$ cat src/include/cwa_pkg.sv
// Constants, types and helpers shared by the configuration word block
// Overview of operation
// - Eight fuse bits: programmed 0, blank 1
// - Any write programs the bit to 0
// - FE00h-FE07h read: low byte, high latch FFh
// - FE08h-FE0Fh read: high byte, high latch FFh
// - CPU sees fuses only in microcontroller modes
// - Programmer reads fuses in any mode
// - Fixed address of every fuse bit
// - Decode mode: 111,110,101,000
// - Decode oscillator: 11,10,01,00
// - Watchdog disabled only by fuses, own oscillator
// - Power-up delay 96 ms, power-up only
// - Start-up timer on power-on and brown-out
// - Postscale 00 disables watchdog permanently
// - Crystal modes hold reset 1024 periods
package cwa_pkg;

   localparam logic [11:0] CFG_BASE_HI     = 12'hFE0;
   localparam logic [15:0] CFG_LOW_OFFSET  = 16'hFE00;
   localparam logic [15:0] CFG_HIGH_OFFSET = 16'hFE08;
   localparam logic [7:0]  HIGH_LATCH_FILL = 8'hFF;
   localparam logic [7:0]  CFG_BLANK       = 8'hFF;
   localparam logic [5:0]  HIGH_UNUSED     = 6'h3F;

   // Bit positions inside the stored fuse vector
   localparam int unsigned IDX_OSC0  = 0;
   localparam int unsigned IDX_OSC1  = 1;
   localparam int unsigned IDX_WDPS0 = 2;
   localparam int unsigned IDX_WDPS1 = 3;
   localparam int unsigned IDX_PM0   = 4;
   localparam int unsigned IDX_PM1   = 5;
   localparam int unsigned IDX_BOD   = 6;
   localparam int unsigned IDX_PM2   = 7;

   // Location offsets inside the 16-word window
   localparam logic [3:0] LOC_OSC0  = 4'h0;
   localparam logic [3:0] LOC_OSC1  = 4'h1;
   localparam logic [3:0] LOC_WDPS0 = 4'h2;
   localparam logic [3:0] LOC_WDPS1 = 4'h3;
   localparam logic [3:0] LOC_PM0   = 4'h4;
   localparam logic [3:0] LOC_PM1   = 4'h6;
   localparam logic [3:0] LOC_BOD   = 4'hE;
   localparam logic [3:0] LOC_PM2   = 4'hF;

   localparam logic [2:0] PM_MICROPROC  = 3'h7;
   localparam logic [2:0] PM_MICROCTRL  = 3'h6;
   localparam logic [2:0] PM_EXTENDED   = 3'h5;
   localparam logic [2:0] PM_CODE_PROT  = 3'h0;
   localparam logic [1:0] WDPS_DISABLED = 2'h0;

   // Timing
   localparam longint unsigned CLK_HZ          = 64'd10_000_000;
   localparam longint unsigned POWERUP_DELAY_TIMER_TIME_MS    = 64'd96;
   localparam int unsigned     POWERUP_DELAY_TIMER_CYCLES     = int'(POWERUP_DELAY_TIMER_TIME_MS * CLK_HZ / 64'd1000);
   localparam int unsigned     OST_OSC_PERIODS = 1024;
   localparam int unsigned     OST_CYCLES      = OST_OSC_PERIODS;
   localparam int unsigned     TIMER_WIDTH     = 20;

   typedef enum logic [1:0] {
      OSC_LOW_POWER_CRYSTAL = 2'h0,
      OSC_RES_CAP           = 2'h1,
      OSC_CRYSTAL_RES       = 2'h2,
      OSC_EXTERNAL_CLOCK    = 2'h3
   } cwa_osc_mode_t;

   typedef enum logic [4:0] {
      MODE_MICROPROC = 5'h01,
      MODE_MICROCTRL = 5'h02,
      MODE_EXTENDED  = 5'h04,
      MODE_CODE_PROT = 5'h08,
      MODE_RESERVED  = 5'h10
   } cwa_proc_mode_t;

   typedef enum logic [2:0] {
      ST_IDLE  = 3'h1,
      ST_READ  = 3'h2,
      ST_WRITE = 3'h4
   } cwa_tbl_state_t;

   typedef struct packed {
      logic        rd;
      logic        wr;
      logic [15:0] addr;
   } cwa_tbl_req_t;

   typedef struct packed {
      logic       rd;
      logic       wr;
      logic [3:0] loc;
   } cwa_prog_req_t;

   typedef struct packed {
      logic       valid;
      logic [2:0] idx;
   } cwa_loc_t;

   function automatic cwa_loc_t cwa_loc_decode(input logic [3:0] loc);
      cwa_loc_t r;
      r.valid = 1'b1;
      r.idx   = 3'h0;
      if (loc == LOC_OSC0) r.idx = 3'(IDX_OSC0);
      else if (loc == LOC_OSC1) r.idx = 3'(IDX_OSC1);
      else if (loc == LOC_WDPS0) r.idx = 3'(IDX_WDPS0);
      else if (loc == LOC_WDPS1) r.idx = 3'(IDX_WDPS1);
      else if (loc == LOC_PM0) r.idx = 3'(IDX_PM0);
      else if (loc == LOC_PM1) r.idx = 3'(IDX_PM1);
      else if (loc == LOC_BOD) r.idx = 3'(IDX_BOD);
      else if (loc == LOC_PM2) r.idx = 3'(IDX_PM2);
      else r.valid = 1'b0;
      return r;
   endfunction : cwa_loc_decode

endpackage : cwa_pkg

$ cat src/core/cwa_config_word_access.sv
// Configuration fuse storage, table access, mode decode and start-up hold
`timescale 1ns/100ps
module cwa_config_word_access #(
   parameter int unsigned POWERUP_DELAY_TIMER_CYCLES = cwa_pkg::POWERUP_DELAY_TIMER_CYCLES
) (
   input  wire logic                  clk,
   input  wire logic                  reset,
   input  wire logic                  clkEn,
   input  wire logic                  fuseErase,
   input  wire logic                  powerOnPin,
   input  wire logic                  brownoutPin,
   input  wire cwa_pkg::cwa_tbl_req_t  tblReq,
   input  wire cwa_pkg::cwa_prog_req_t progReq,
   output logic [7:0]                 tableLatchLow_ff,
   output logic [7:0]                 tableLatchHigh_ff,
   output logic                       tblDone_ff,
   output logic                       tblHit_ff,
   output logic [7:0]                 progData_ff,
   output logic                       progDone_ff,
   output cwa_pkg::cwa_proc_mode_t     procMode_ff,
   output cwa_pkg::cwa_osc_mode_t      oscMode_ff,
   output logic [1:0]                 watchdogPostscale_ff,
   output logic                       watchdogEnable_ff,
   output logic                       brownoutDetectEnable_ff,
   output logic                       deviceHold_ff
);
   // Fuse storage is non-volatile: only an erase returns it to blank
   logic [7:0]              cfgBits_ff;
   logic [7:0]              nxt_cfgBits;
   cwa_pkg::cwa_tbl_state_t state_ff;
   cwa_pkg::cwa_tbl_state_t nxt_state;
   logic [15:0]             tblAddr_ff;
   logic [1:0]              porSync_ff;
   logic [1:0]              borSync_ff;
   logic                    porPrev_ff;
   logic                    borPrev_ff;

   // Field views of the stored fuses
   wire [1:0] oscSel  = {cfgBits_ff[cwa_pkg::IDX_OSC1], cfgBits_ff[cwa_pkg::IDX_OSC0]};
   wire [1:0] wdpsSel = {cfgBits_ff[cwa_pkg::IDX_WDPS1], cfgBits_ff[cwa_pkg::IDX_WDPS0]};
   wire [2:0] pmSel   = {cfgBits_ff[cwa_pkg::IDX_PM2], cfgBits_ff[cwa_pkg::IDX_PM1],
                         cfgBits_ff[cwa_pkg::IDX_PM0]};
   wire       brownout_detect_enable   = cfgBits_ff[cwa_pkg::IDX_BOD];

   // Returned bytes, blank positions forced high
   wire [7:0] lowByte  = {1'b1, cfgBits_ff[cwa_pkg::IDX_PM1], 1'b1,
                          cfgBits_ff[cwa_pkg::IDX_PM0], wdpsSel, oscSel};
   wire [7:0] highByte = {cfgBits_ff[cwa_pkg::IDX_PM2], brownout_detect_enable,
                          cwa_pkg::HIGH_UNUSED};

   // CPU address decode
   wire cpuInRange  = (tblReq.addr[15:4] == cwa_pkg::CFG_BASE_HI);
   wire cpuModeOk   = (pmSel == cwa_pkg::PM_MICROCTRL) || (pmSel == cwa_pkg::PM_CODE_PROT);
   wire cpuHit      = cpuInRange && cpuModeOk;
   wire heldInRange = (tblAddr_ff[15:4] == cwa_pkg::CFG_BASE_HI);
   wire heldHit     = heldInRange && cpuModeOk;
   wire [7:0] cpuByte = tblAddr_ff[3] ? highByte : lowByte;

   cwa_pkg::cwa_loc_t cpuLoc;
   cwa_pkg::cwa_loc_t progLoc;
   assign cpuLoc  = cwa_pkg::cwa_loc_decode(tblAddr_ff[3:0]);
   assign progLoc = cwa_pkg::cwa_loc_decode(progReq.loc);

   // Write data is ignored: a write can only blow a fuse to 0
   wire       cpuProgram  = (state_ff == cwa_pkg::ST_WRITE) && heldHit && cpuLoc.valid;
   wire       progProgram = progReq.wr && progLoc.valid;
   wire [7:0] cpuMask     = cpuProgram ? (8'h01 << cpuLoc.idx) : 8'h00;
   wire [7:0] progMask    = progProgram ? (8'h01 << progLoc.idx) : 8'h00;
   assign nxt_cfgBits = fuseErase ? cwa_pkg::CFG_BLANK
                                  : (cfgBits_ff & ~(cpuMask | progMask));

   // Table access sequencer: reads and writes take two cycles
   always_comb begin
      nxt_state = cwa_pkg::ST_IDLE;
      case (state_ff)
         cwa_pkg::ST_IDLE: begin
            if (tblReq.rd) begin
               nxt_state = cwa_pkg::ST_READ;
            end else if (tblReq.wr) begin
               nxt_state = cwa_pkg::ST_WRITE;
            end
         end
         cwa_pkg::ST_READ: nxt_state = cwa_pkg::ST_IDLE;
         cwa_pkg::ST_WRITE: nxt_state = cwa_pkg::ST_IDLE;
         default: nxt_state = cwa_pkg::ST_IDLE;
      endcase
   end

   wire takeReq  = (state_ff == cwa_pkg::ST_IDLE) && (tblReq.rd || tblReq.wr);
   wire readLast = (state_ff == cwa_pkg::ST_READ);
   wire anyLast  = readLast || (state_ff == cwa_pkg::ST_WRITE);

   // Mode decode
   cwa_pkg::cwa_proc_mode_t nxt_procMode;
   assign nxt_procMode = (pmSel == cwa_pkg::PM_MICROPROC) ? cwa_pkg::MODE_MICROPROC :
                         (pmSel == cwa_pkg::PM_MICROCTRL) ? cwa_pkg::MODE_MICROCTRL :
                         (pmSel == cwa_pkg::PM_EXTENDED)  ? cwa_pkg::MODE_EXTENDED  :
                         (pmSel == cwa_pkg::PM_CODE_PROT) ? cwa_pkg::MODE_CODE_PROT :
                                                            cwa_pkg::MODE_RESERVED;
   cwa_pkg::cwa_osc_mode_t nxt_oscMode;
   assign nxt_oscMode = cwa_pkg::cwa_osc_mode_t'(oscSel);

   // The watchdog itself runs on its own oscillator; only the fuses can stop it
   wire nxt_wdEnable = (wdpsSel != cwa_pkg::WDPS_DISABLED);

   // Start-up events from pins, edge detected after synchronising
   wire porEvent    = porSync_ff[1] && !porPrev_ff;
   wire borEvent    = borSync_ff[1] && !borPrev_ff && brownout_detect_enable;
   wire crystalMode = (oscSel == cwa_pkg::OSC_CRYSTAL_RES) ||
                      (oscSel == cwa_pkg::OSC_LOW_POWER_CRYSTAL);
   wire ostStart    = (porEvent || borEvent) && crystalMode;
   logic pwrtBusy;
   logic ostBusy;

   cwa_delay_timer #(
      .CYCLES (POWERUP_DELAY_TIMER_CYCLES),
      .WIDTH  (cwa_pkg::TIMER_WIDTH)
   ) u_powerup_delay_timer (
      .clk     (clk),
      .reset   (reset),
      .clkEn   (clkEn),
      .start   (porEvent),
      .busy_ff (pwrtBusy)
   );

   cwa_delay_timer #(
      .CYCLES (cwa_pkg::OST_CYCLES),
      .WIDTH  (cwa_pkg::TIMER_WIDTH)
   ) u_ost (
      .clk     (clk),
      .reset   (reset),
      .clkEn   (clkEn),
      .start   (ostStart),
      .busy_ff (ostBusy)
   );

   wire nxt_hold = porEvent || borEvent || pwrtBusy || ostBusy;

   always_ff @(posedge clk) begin
      if (clkEn) begin
         cfgBits_ff <= nxt_cfgBits;
      end
   end

   always_ff @(posedge clk) begin
      if (reset) begin
         porSync_ff <= 2'h0;
         borSync_ff <= 2'h0;
         porPrev_ff <= 1'b0;
         borPrev_ff <= 1'b0;
      end else if (clkEn) begin
         porSync_ff <= {porSync_ff[0], powerOnPin};
         borSync_ff <= {borSync_ff[0], brownoutPin};
         porPrev_ff <= porSync_ff[1];
         borPrev_ff <= borSync_ff[1];
      end
   end

   always_ff @(posedge clk) begin
      if (reset) begin
         state_ff   <= cwa_pkg::ST_IDLE;
         tblAddr_ff <= 16'h0000;
         tblDone_ff <= 1'b0;
         tblHit_ff  <= 1'b0;
      end else if (clkEn) begin
         state_ff   <= nxt_state;
         tblAddr_ff <= takeReq ? tblReq.addr : tblAddr_ff;
         tblDone_ff <= anyLast;
         tblHit_ff  <= anyLast && heldHit;
      end
   end

   always_ff @(posedge clk) begin
      if (reset) begin
         tableLatchLow_ff  <= 8'h00;
         tableLatchHigh_ff <= 8'h00;
      end else if (clkEn && readLast && heldHit) begin
         tableLatchLow_ff  <= cpuByte;
         tableLatchHigh_ff <= cwa_pkg::HIGH_LATCH_FILL;
      end
   end

   always_ff @(posedge clk) begin
      if (reset) begin
         progData_ff <= 8'h00;
         progDone_ff <= 1'b0;
      end else if (clkEn) begin
         progDone_ff <= progReq.rd || progReq.wr;
         if (progReq.rd) begin
            progData_ff <= progReq.loc[3] ? highByte : lowByte;
         end
      end
   end

   always_ff @(posedge clk) begin
      if (reset) begin
         deviceHold_ff <= 1'b1;
      end else if (clkEn) begin
         deviceHold_ff <= nxt_hold;
      end
   end

   always_ff @(posedge clk) begin
      if (clkEn) begin
         procMode_ff             <= nxt_procMode;
         oscMode_ff              <= nxt_oscMode;
         watchdogPostscale_ff    <= wdpsSel;
         watchdogEnable_ff       <= nxt_wdEnable;
         brownoutDetectEnable_ff <= brownout_detect_enable;
      end
   end

endmodule : cwa_config_word_access

$ cat src/core/cwa_delay_timer.sv
// Down-counting delay timer that reports busy until its count expires
`timescale 1ns/100ps
module cwa_delay_timer #(
   parameter int unsigned CYCLES = 1024,
   parameter int unsigned WIDTH  = 20
) (
   input  wire logic clk,
   input  wire logic reset,
   input  wire logic clkEn,
   input  wire logic start,
   output logic      busy_ff
);
   logic [WIDTH-1:0] count_ff;
   logic [WIDTH-1:0] nxt_count;
   logic             nxt_busy;
   wire              lastCycle = (count_ff == '0);

   assign nxt_busy  = start ? 1'b1 : (busy_ff && !lastCycle);
   assign nxt_count = start ? WIDTH'(CYCLES - 1) : (busy_ff ? count_ff - 1'b1 : count_ff);

   always_ff @(posedge clk) begin
      if (reset) begin
         busy_ff  <= 1'b0;
         count_ff <= '0;
      end else if (clkEn) begin
         busy_ff  <= nxt_busy;
         count_ff <= nxt_count;
      end
   end
endmodule : cwa_delay_timer

$ cat config.mk
export PLATFORM = sky130hd
export DESIGN_NAME = cwa_config_word_access
export DESIGN_NICKNAME = d
export VERILOG_FILES = /design/src/include/cwa_pkg.sv /design/src/core/cwa_config_word_access.sv /design/src/core/cwa_delay_timer.sv
export SDC_FILE = /design/constraint.sdc
export NUM_CORES = 1
export LEC_CHECK = 0
export BUFFER_PORTS_ARGS = -buffer_cell sky130_fd_sc_hd__buf_2
export CAP_MARGIN = 20
export CELL_PAD_IN_SITES_DETAIL_PLACEMENT = 1
export CELL_PAD_IN_SITES_GLOBAL_PLACEMENT = 2
export CORE_MARGIN = 2
export CORE_UTILIZATION = 38
export DETAILED_ROUTE_END_ITERATION = 10
export PLACE_DENSITY = 0.95
export SETUP_SLACK_MARGIN = 0.15
export SLEW_MARGIN = 20
export SYNTH_ARGS = -nofsm -noshare
export SYNTH_HDL_FRONTEND = slang
export SYNTH_HIERARCHICAL = 1
export SYNTH_SLANG_ARGS = --single-unit
export TNS_END_PERCENT = 50
$ cat constraint.sdc
create_clock -name clk -period 5.9 [get_ports clk]
set_clock_uncertainty 0.1 [all_clocks]
set_input_delay 1.18 -clock clk [delete_from_list [all_inputs] [get_ports clk]]
set_output_delay 1.18 -clock clk [all_outputs]
set_load 0.01 [all_outputs]
==> flow_metrics.tcl, run 1 <==
set metrics [dict create \
    outcome "complete, no violations" \
    first_pass_iters 4 \
    dp_hpwl_um 8420 \
    drc_errors 0 \
    path_max_fanout 25 \
    end_kind "register" \
    cts_hold_buf 0 \
    cts_buffers 9 \
    cp_cell_sequence "buf_2 > or3b_1 > or4b_4 > or4_1 > a21oi_1" \
    power.share.clock_pct 40.0 \
    ys_seq_area_share_pct 47.4 \
    drt-total-wl_um 12100 \
    slew_headroom_pct 43.1 \
    core_area_sq_mm 0.0126 \
    io_pins 69 \
    portBuffers 68 \
    synth_area_sq_mm 0.00487 \
    fp.dieW_um 117 \
    layout.nets 587 \
    fin_setup_tns_ps 0 \
    grt_pass1_vias 4096 \
    clock_latency_ps 350 \
    antenna_cells 0 \
    layout_common_cells "87 x dfxtp_1, 68 x buf_2, 65 x nor2_1" \
    fmax_ghz 0.316 \
    cp_slowest_cell "or4b_4" \
    crit_path_start_kind "input port" \
    fp.dieH_um 117 \
    tightest_slew_ps 853 \
    ys_ff_latch 106 \
    cts-htree-levels 3 \
    yosys_warnings 6 \
    seqPwrFrac_pct 50.4 \
    clkSinkCount 106 \
    clk_path_buf_depth 2 \
    critPathMaxStageDelay_ps 650 \
    avgViaCountPerCell 5.43 \
    drt-initial-drc-count 187 \
    yosysUniqueCellTypes 61 \
    maxCapViolCount 0 \
    grt_remaining_overflow 0 \
    vdd_drop_max_mv 0.232 \
    vias 3965 \
    synthFlopType "dfxtp_1" \
    synth_fp_nets 544 \
    row_count 41 \
    switching_power_mw 0.378 \
    clk_pin_slew_ps 70 \
    syn-instance-count 510 \
    period_minus_slack_ps 3160 \
    clock-root-buffer "clkbuf_16" \
    crit_type "in2reg" \
    wire_per_inst_um 16.5 \
    gr-usage-all-layers_pct 18.8 \
    finalCritPeriodShare_pct 53.6 \
    rsz0062_at_grt "false" \
    cp_data_arrival_time_ps 3340 \
    synthArstFlopShare_pct 0 \
    p_per_area_mw_per_mm2 284 \
    grt_pass1_wl_um 20200 \
    antenna_found_initial 0 \
    finalSetupViolations 0 \
    pwr-share-comb_pct 9.5 \
    drv_slew 0 \
    initial_core_util_pct 38.8 \
    fin_util_pct 44.0 \
    cts_setup_buffers 0 \
    grt_max_degree 40 \
    leakagePower_nw 2.07 \
    final_common_cell "dfxtp_1" \
    ant_nets 0 \
    hold_ws_ps 357 \
    cts_resized 0 \
    crit_required_ps 6080 \
    min_path_type "reg2reg" \
    swShare_pct 24.0 \
    gp_congestion 0.802 \
    cts_tree "built" \
    dieArea_sq_mm 0.0137 \
    hold_viol_final 0 \
    drive_above_1_share_pct 17.7 \
    synth_edf_count 19 \
    p_int_mw 1.19 \
    syn_area_per_cell_sq_um 9.56 \
    synthToLayoutAreaGrowth_pct 13.5 \
]
[critical path: cells and delay by family]
family | cells | cell delay, ps
buf+inv | 1 | 390
compound gates | 1 | 160
simple gates | 3 | 1600
[routing by layer]
metal  wire length, um  vias to the layer above  track usage (%)
met3               456                       18             4.69
li1                  -                     1930                -
met4               231                        0             6.35
met2              5890                       67             31.5
met1              5490                     1950             23.6
met5                 0                        -                0
[path summary, 6_finish.rpt]
path,from,end,slack [ps],cells past startpoint
setup / recovery,clkEn,u_ost/count_ff[13]$_SDFFE_PP0P_,2740,5
setup reg to reg,porSync_ff[1]$_SDFFE_PP0P_,u_ost/count_ff[16]$_SDFFE_PP0P_,3010,7
hold / removal,tableLatchLow_ff[7]$_SDFFE_PP0P_,tableLatchLow_ff[7]$_SDFFE_PP0P_,360,2
hold reg to reg,tableLatchLow_ff[7]$_SDFFE_PP0P_,tableLatchLow_ff[7]$_SDFFE_PP0P_,360,2
[synth_stat cells (all sizes together), types with 9 or more instances]
library cell | n | area [sq um]
nor3 | 13 | 81.3
dfxtp | 87 | 1740
nor2 | 65 | 244
nand2 | 11 | 41.3
a211oi | 18 | 135
inv | 16 | 60.1
o21ai | 12 | 60.1
a31oi | 11 | 68.8
nor4 | 10 | 92.6
or3 | 25 | 156
mux2i | 23 | 230
clkbuf | 18 | 68.8
or4 | 9 | 67.6
buf | 20 | 154
a21oi | 45 | 225
edfxtp | 19 | 571
[power by group through the flow]
stage	clock [mW]	combinational [mW]	sequential (mW)
floorplan	0	0.106	0.801
global placement	0	0.142	0.805
detailed placement	0	0.149	0.808
CTS	0.645	0.151	0.792
global route	0.670	0.169	0.796
finish	0.629	0.150	0.792
[cell families after synthesis]
family | share of synthesized area, %
muxes | 4.96
DFF | 47.4
xor gates and xnor gates | 2.88
buffers and inverters | 5.80
and+or+nand+nor | 24.0
adders and majority gates | 1.03
AOI/OAI and AO/OA | 13.9
[layout make-up]
cell class	count	area, sq um
clock buffer	9	225
clock inverter	7	83.8
fill	1474	7040
inverter	16	60.1
multi-input combinational	350	2280
sequential	106	2310
tap	172	215
timing repair buffer	70	355
[per-stage QoR]
stage | cells | power, mW | cell area, sq um | worst slack, ps
2_1_floorplan | 510 | 0.908 | 4870 | 2950
3_3_place_gp | 714 | 0.948 | 5220 | 2460
3_5_place_dp | 714 | 0.957 | 5220 | 2370
4_1_cts | 730 | 1.59 | 5530 | 2740
5_1_grt | 730 | 1.64 | 5530 | 2590
6_report | 730 | 1.57 | 5530 | 2740
[sequential cells by signal, indices dropped and copies added (netlist names), 3 cells and up]
signal                          flops
u_ost/count_ff                     20
cfgBits_ff                          8
state_ff                            3
tblAddr_ff                         16
progData_ff                         8
tableLatchLow_ff                    8
procMode_ff                         5
u_powerup_delay_timer/count_ff     20
Power figures use the tool's default switching activity.
==> run 2: changes to the inputs <==
--- a/config.mk
+++ b/config.mk
@@ -10,9 +10,9 @@
 export CELL_PAD_IN_SITES_DETAIL_PLACEMENT = 1
 export CELL_PAD_IN_SITES_GLOBAL_PLACEMENT = 2
 export CORE_MARGIN = 2
-export CORE_UTILIZATION = 38
+export CORE_UTILIZATION = 32
 export DETAILED_ROUTE_END_ITERATION = 10
-export PLACE_DENSITY = 0.95
+export PLACE_DENSITY = 0.86
 export SETUP_SLACK_MARGIN = 0.15
 export SLEW_MARGIN = 20
 export SYNTH_ARGS = -nofsm -noshare
==> constraint.sdc (replaced) <==
create_clock -name clk -period 2.86 [get_ports clk]
set_clock_uncertainty 0.1 [all_clocks]
set_input_delay 0.572 -clock clk [delete_from_list [all_inputs] [get_ports clk]]
set_output_delay 0.572 -clock clk [all_outputs]
set_load 0.01 [all_outputs]
==> run 2 against run 1 <==
Against the previous run:
- global-route usage shrank 3.1 points
- total power grew 98%
- wire length grew 1.1%
- count of clock-buffer cells in the layout grew 2
- sequential share of layout area shrank 0.42 points
- die area grew 18%
- sequential cell count is the same
- cell area grew 1.0%
- core utilization shrank 6.8 points
- largest cell class unchanged
- largest power group unchanged
==> flow_metrics.tcl, run 2 (synthesis gave the netlist of run 1 again) <==
set metrics [dict create \
    crit_family "simple AND/OR/NAND/NOR gates" \
    cp_data_arrival_time_ps 2640 \
    slew_headroom_pct 47.2 \
    layout.nets 595 \
    crit_path_start_kind "register" \
    reg_top3 "u_ost/count_ff x20, u_powerup_delay_timer/count_ff x20, tblAddr_ff x16" \
    grt_pass1_vias 4049 \
    vdd_drop_max_mv 0.277 \
    cp_slowest_cell "or4_1" \
    p_per_area_mw_per_mm2 557 \
    clock-root-buffer "clkbuf_16" \
    drc_errors 0 \
    fill_cells 1733 \
    clkSinkCount 106 \
    cts_setup_buffers 0 \
    grt_remaining_overflow 0 \
    fp.dieW_um 127 \
    power.total_mw 3.11 \
    hold_viol_final 0 \
    leakagePower_nw 2.10 \
    drt-initial-drc-count 254 \
    finalSetupViolations 0 \
    crit_required_ps 3040 \
    path_max_fanout 8 \
    ant_nets 0 \
    multi_input_area_sq_mm 0.00228 \
    outcome "complete, no violations" \
    vias 3961 \
    fin_setup_tns_ps 0 \
    fp.dieH_um 127 \
    cts_tree "built" \
    end_kind "register" \
    wire_per_inst_um 16.2 \
    cts_buffers 9 \
    dp_cells 738 \
    wl_met3_um 488 \
    grt_max_degree 50 \
    io_pins 69 \
    cp_cell_sequence "nor2b_1 > a31oi_1 > nor2_2 > o21ai_0 > or3_1 > or4_1 > a21oi_1" \
    clk_pin_slew_ps 70 \
    grt_pass1_wl_um 20500 \
    crit_type "reg2reg" \
    regArea_sq_mm 0.00231 \
    rsz0062_at_grt "false" \
    drive_above_1_share_pct 19.3 \
    core_area_sq_mm 0.0150 \
    hold_ws_ps 354 \
    initial_core_util_pct 32.4 \
    cts-htree-levels 3 \
    fmax_ghz 0.407 \
    antenna_cells 0 \
    final_common_cell "dfxtp_1" \
    min_path_type "in2reg" \
    wl_met2_um 5890 \
    wl_met1_um 5690 \
    clock_latency_ps 360 \
    first_pass_iters 4 \
    path_buf_inv 0 \
    row_count 45 \
    gp_congestion 0.814 \
    critPathMaxStageDelay_ps 550 \
    topRoutingLayerUsed "met4" \
    layout_common_cells "87 x dfxtp_1, 68 x buf_2, 64 x nor2_1" \
    drt-total-wl_um 12200 \
    portBuffers 68 \
    synthToLayoutAreaGrowth_pct 14.6 \
    layout.cells.non_filler 754 \
    maxCapViolCount 0 \
    tightest_slew_ps 785 \
    gr-usage-all-layers_pct 15.7 \
    avgViaCountPerCell 5.25 \
    finalCritPeriodShare_pct 85.9 \
    drv_slew 0 \
    period_minus_slack_ps 2460 \
    dp_hpwl_um 8830 \
    reg2reg_slack_ps 400 \
    dieArea_sq_mm 0.0162 \
    antenna_found_initial 0 \
    clk_path_buf_depth 2 \
]
## run 2: final timing paths
check / from / end / cells past startpoint
worst min register to register: tableLatchLow_ff[3]$_SDFFE_PP0P_ / tableLatchLow_ff[3]$_SDFFE_PP0P_ / 2
worst max-delay path: porSync_ff[1]$_SDFFE_PP0P_ / u_ost/count_ff[16]$_SDFFE_PP0P_ / 7
worst min-delay path: tblReq[8] / tblAddr_ff[8]$_SDFFE_PP0P_ / 3
worst max register to register: porSync_ff[1]$_SDFFE_PP0P_ / u_ost/count_ff[16]$_SDFFE_PP0P_ / 7
## run 2: through the flow
step                      instance area, sq um  utilization [%]  setup slack [ps]
final                                     5590             37.2               404
after floorplan                           4870                -               430
after detailed placement                  5310             35.3               246
after global placement                    5310             35.3               335
after global routing                      5590             37.2               170
after CTS                                 5580             37.1               278
## run 2: worst min-delay path: stages
cell and delay (ps):
buf_2 70, mux2i_1 50, nor2_1 70
## run 2: area by class of cell
type                       count  share of cell area (%)
multi-input combinational    350                    40.8
clock buffer                  11                    4.34
timing repair buffer          78                    7.66
sequential                   106                    41.4
clock inverter                 5                   0.493
inverter                      16                    1.08
tap                          188                    4.21
## run 2: metal layers
layer	GRT usage, %	up-vias
li1	-	1947
met1	20.4	1950
met2	25.6	56
met3	4.36	8
met4	4.46	0
met5	0	-
## run 2: power by group
group	switching (mW)	total, mW	internal [mW]
clock	0.550	1.16	0.611
sequential	0.0557	1.63	1.58
combinational	0.183	0.319	0.136
## run 2: timing repair
action                     CTS  global route
hold buffers                 0             0
setup endpoints to repair    0             3
resized for setup            0             1
==> run 3: changes to the inputs <==
==> constraint.sdc (replaced) <==
create_clock -name clk -period 2 [get_ports clk]
set_clock_uncertainty 0.1 [all_clocks]
set_input_delay 0.4 -clock clk [delete_from_list [all_inputs] [get_ports clk]]
set_output_delay 0.4 -clock clk [all_outputs]
set_load 0.01 [all_outputs]
==> run 3 against run 2 <==
Against the previous run:
- the run now ends with setup timing left
- sequential share of layout area shrank 4.2 points
- setup slack lost 570 ps
- sequential cell count is the same
- register-to-register slack lost 570 ps
- sequential power grew 43%
- critical path depth shrank 3
- wire length grew 7.5%
- critical path type unchanged
==> flow_metrics.tcl, run 3 (synthesis gave the netlist of run 1 again) <==
set metrics [dict create \
    outcome "finished with violations" \
    violations "setup timing" \
    crit_path_start_kind "register" \
    clk_path_buf_depth 2 \
    fp.dieW_um 127 \
    grt_max_degree 42 \
    layout.cells.non_filler 800 \
    first_pass_iters 4 \
    min_path_type "in2reg" \
    dp_cells 778 \
    cts_hold_buf 0 \
    end_kind "register" \
    antenna_found_initial 0 \
    reg2reg_depth 4 \
    gr-usage-all-layers_pct 16.4 \
    final_common_cell "dfxtp_1" \
    synthToLayoutAreaGrowth_pct 27.8 \
    gp_congestion 0.846 \
    finalSetupViolations 10 \
    drt-initial-drc-count 201 \
    fp.dieH_um 127 \
    startpoint "u_ost/count_ff[4]$_SDFFE_PP0P_" \
    power.total_mw 4.67 \
    drive_above_1_share_pct 31.0 \
    crit_type "reg2reg" \
    antenna_cells 0 \
    finish.instance_area_sq_mm 0.00623 \
    io_pins 69 \
    rsz0062_at_grt "true" \
    cts-htree-levels 3 \
    wire_per_inst_um 16.4 \
    ant_nets 0 \
    clock-root-buffer "clkbuf_16" \
    regToRegStartpoint "u_ost/count_ff[4]$_SDFFE_PP0P_" \
    vias 4163 \
    dp_hpwl_um 9420 \
    core_area_sq_mm 0.0150 \
    vdd_drop_max_mv 0.440 \
    reg2reg_slack_ps -170 \
    maxCapViolCount 0 \
    grt_pass1_wl_um 21600 \
    portBuffers 68 \
    initial_core_util_pct 32.4 \
    clkSinkCount 106 \
    layout.nets 641 \
    fmax_ghz 0.462 \
    row_count 45 \
    clock_latency_ps 350 \
    path_max_fanout 6 \
    grt_pass1_vias 4338 \
    crit_end "u_ost/count_ff[13]$_SDFFE_PP0P_" \
    hold_viol_final 0 \
    drt-total-wl_um 13100 \
    tightest_slew_ps 418 \
    r2r-end "u_ost/count_ff[13]$_SDFFE_PP0P_" \
    crit_required_ps 2170 \
    p_per_area_mw_per_mm2 750 \
    grt_remaining_overflow 0 \
    slew_headroom_pct 72.0 \
    setup_ws_ps -165 \
    dp_slack_ps -236 \
    finalCritPeriodShare_pct 108 \
    layout_common_cells "85 x dfxtp_1, 68 x buf_2, 62 x nor2_1" \
    cp_data_arrival_time_ps 2340 \
    drc_errors 0 \
    post_dp_cell_area_sq_mm 0.00568 \
    avgViaCountPerCell 5.20 \
    drv_slew 0 \
    cts_tree "built" \
    worstHoldPathCells 3 \
    cts_buffers 9 \
    dieArea_sq_mm 0.0162 \
    reg_top3 "u_ost/count_ff x20, u_powerup_delay_timer/count_ff x20, tblAddr_ff x16" \
    period_minus_slack_ps 2170 \
    leakagePower_nw 2.40 \
    clk_pin_slew_ps 70 \
]
[run 3: stage by stage]
stage | utilization [%] | TNS, ps | hold WS (ps)
after floorplan | - | -813 | 346
after global placement | 37.8 | -1530 | 345
after detailed placement | 37.8 | -2620 | 347
after CTS | 40.5 | -1030 | 177
after global routing | 41.4 | -1910 | 198
final | 41.4 | -1050 | 186
[run 3: what timing repair did]
| action | in CTS | in global routing |
|---|---|---|
| resized for setup | 18 | 23 |
| endpoints found under the hold margin | 0 | 0 |
| buffers inserted | 3 | 2 |
| endpoints found under the setup margin | 25 | 45 |
| pin swaps | 16 | 6 |
| gates cloned | 1 | 0 |
[run 3: where the power goes]
part	switching (mW)	internal [mW]
combinational	0.294	0.256
sequential	0.0795	2.25
clock	0.770	1.02
total	1.14	3.53
[run 3: area by class of cell]
cell class | count | area [sq um]
fill | 1718 | 8810
multi-input combinational | 351 | 2520
sequential | 106 | 2310
timing repair buffer | 123 | 802
clock buffer | 13 | 254
tap | 188 | 235
inverter | 16 | 60.1
clock inverter | 3 | 40.0
[run 3: how the worst min path moves through the flow]
stage	start	end	slack, ps
floorplan	u_ost/count_ff[15]$_SDFFE_PP0P_	u_ost/count_ff[15]$_SDFFE_PP0P_	350
global placement	tableLatchLow_ff[1]$_SDFFE_PP0P_	tableLatchLow_ff[1]$_SDFFE_PP0P_	350
detailed placement	tableLatchLow_ff[6]$_SDFFE_PP0P_	tableLatchLow_ff[6]$_SDFFE_PP0P_	350
CTS	tblReq[10]	tblAddr_ff[10]$_SDFFE_PP0P_	180
global route	tblReq[14]	tblAddr_ff[14]$_SDFFE_PP0P_	200
finish	tblReq[13]	tblAddr_ff[13]$_SDFFE_PP0P_	190
[run 3: routing by layer]
layer | vias to the layer above | global-route usage, % | routed length [um]
met5 | - | 0 | 0
met2 | 65 | 28.4 | 6540
met3 | 8 | 4.02 | 459
met4 | 0 | 3.36 | 115
li1 | 2047 | - | -
met1 | 2043 | 20.7 | 6010
[run 3: critical path, cell delays in order, from the launching register on]
cell and delay, ps:
dfxtp_1 310, or4_4 550, or4b_4 570, or4_1 410, a21oi_1 140
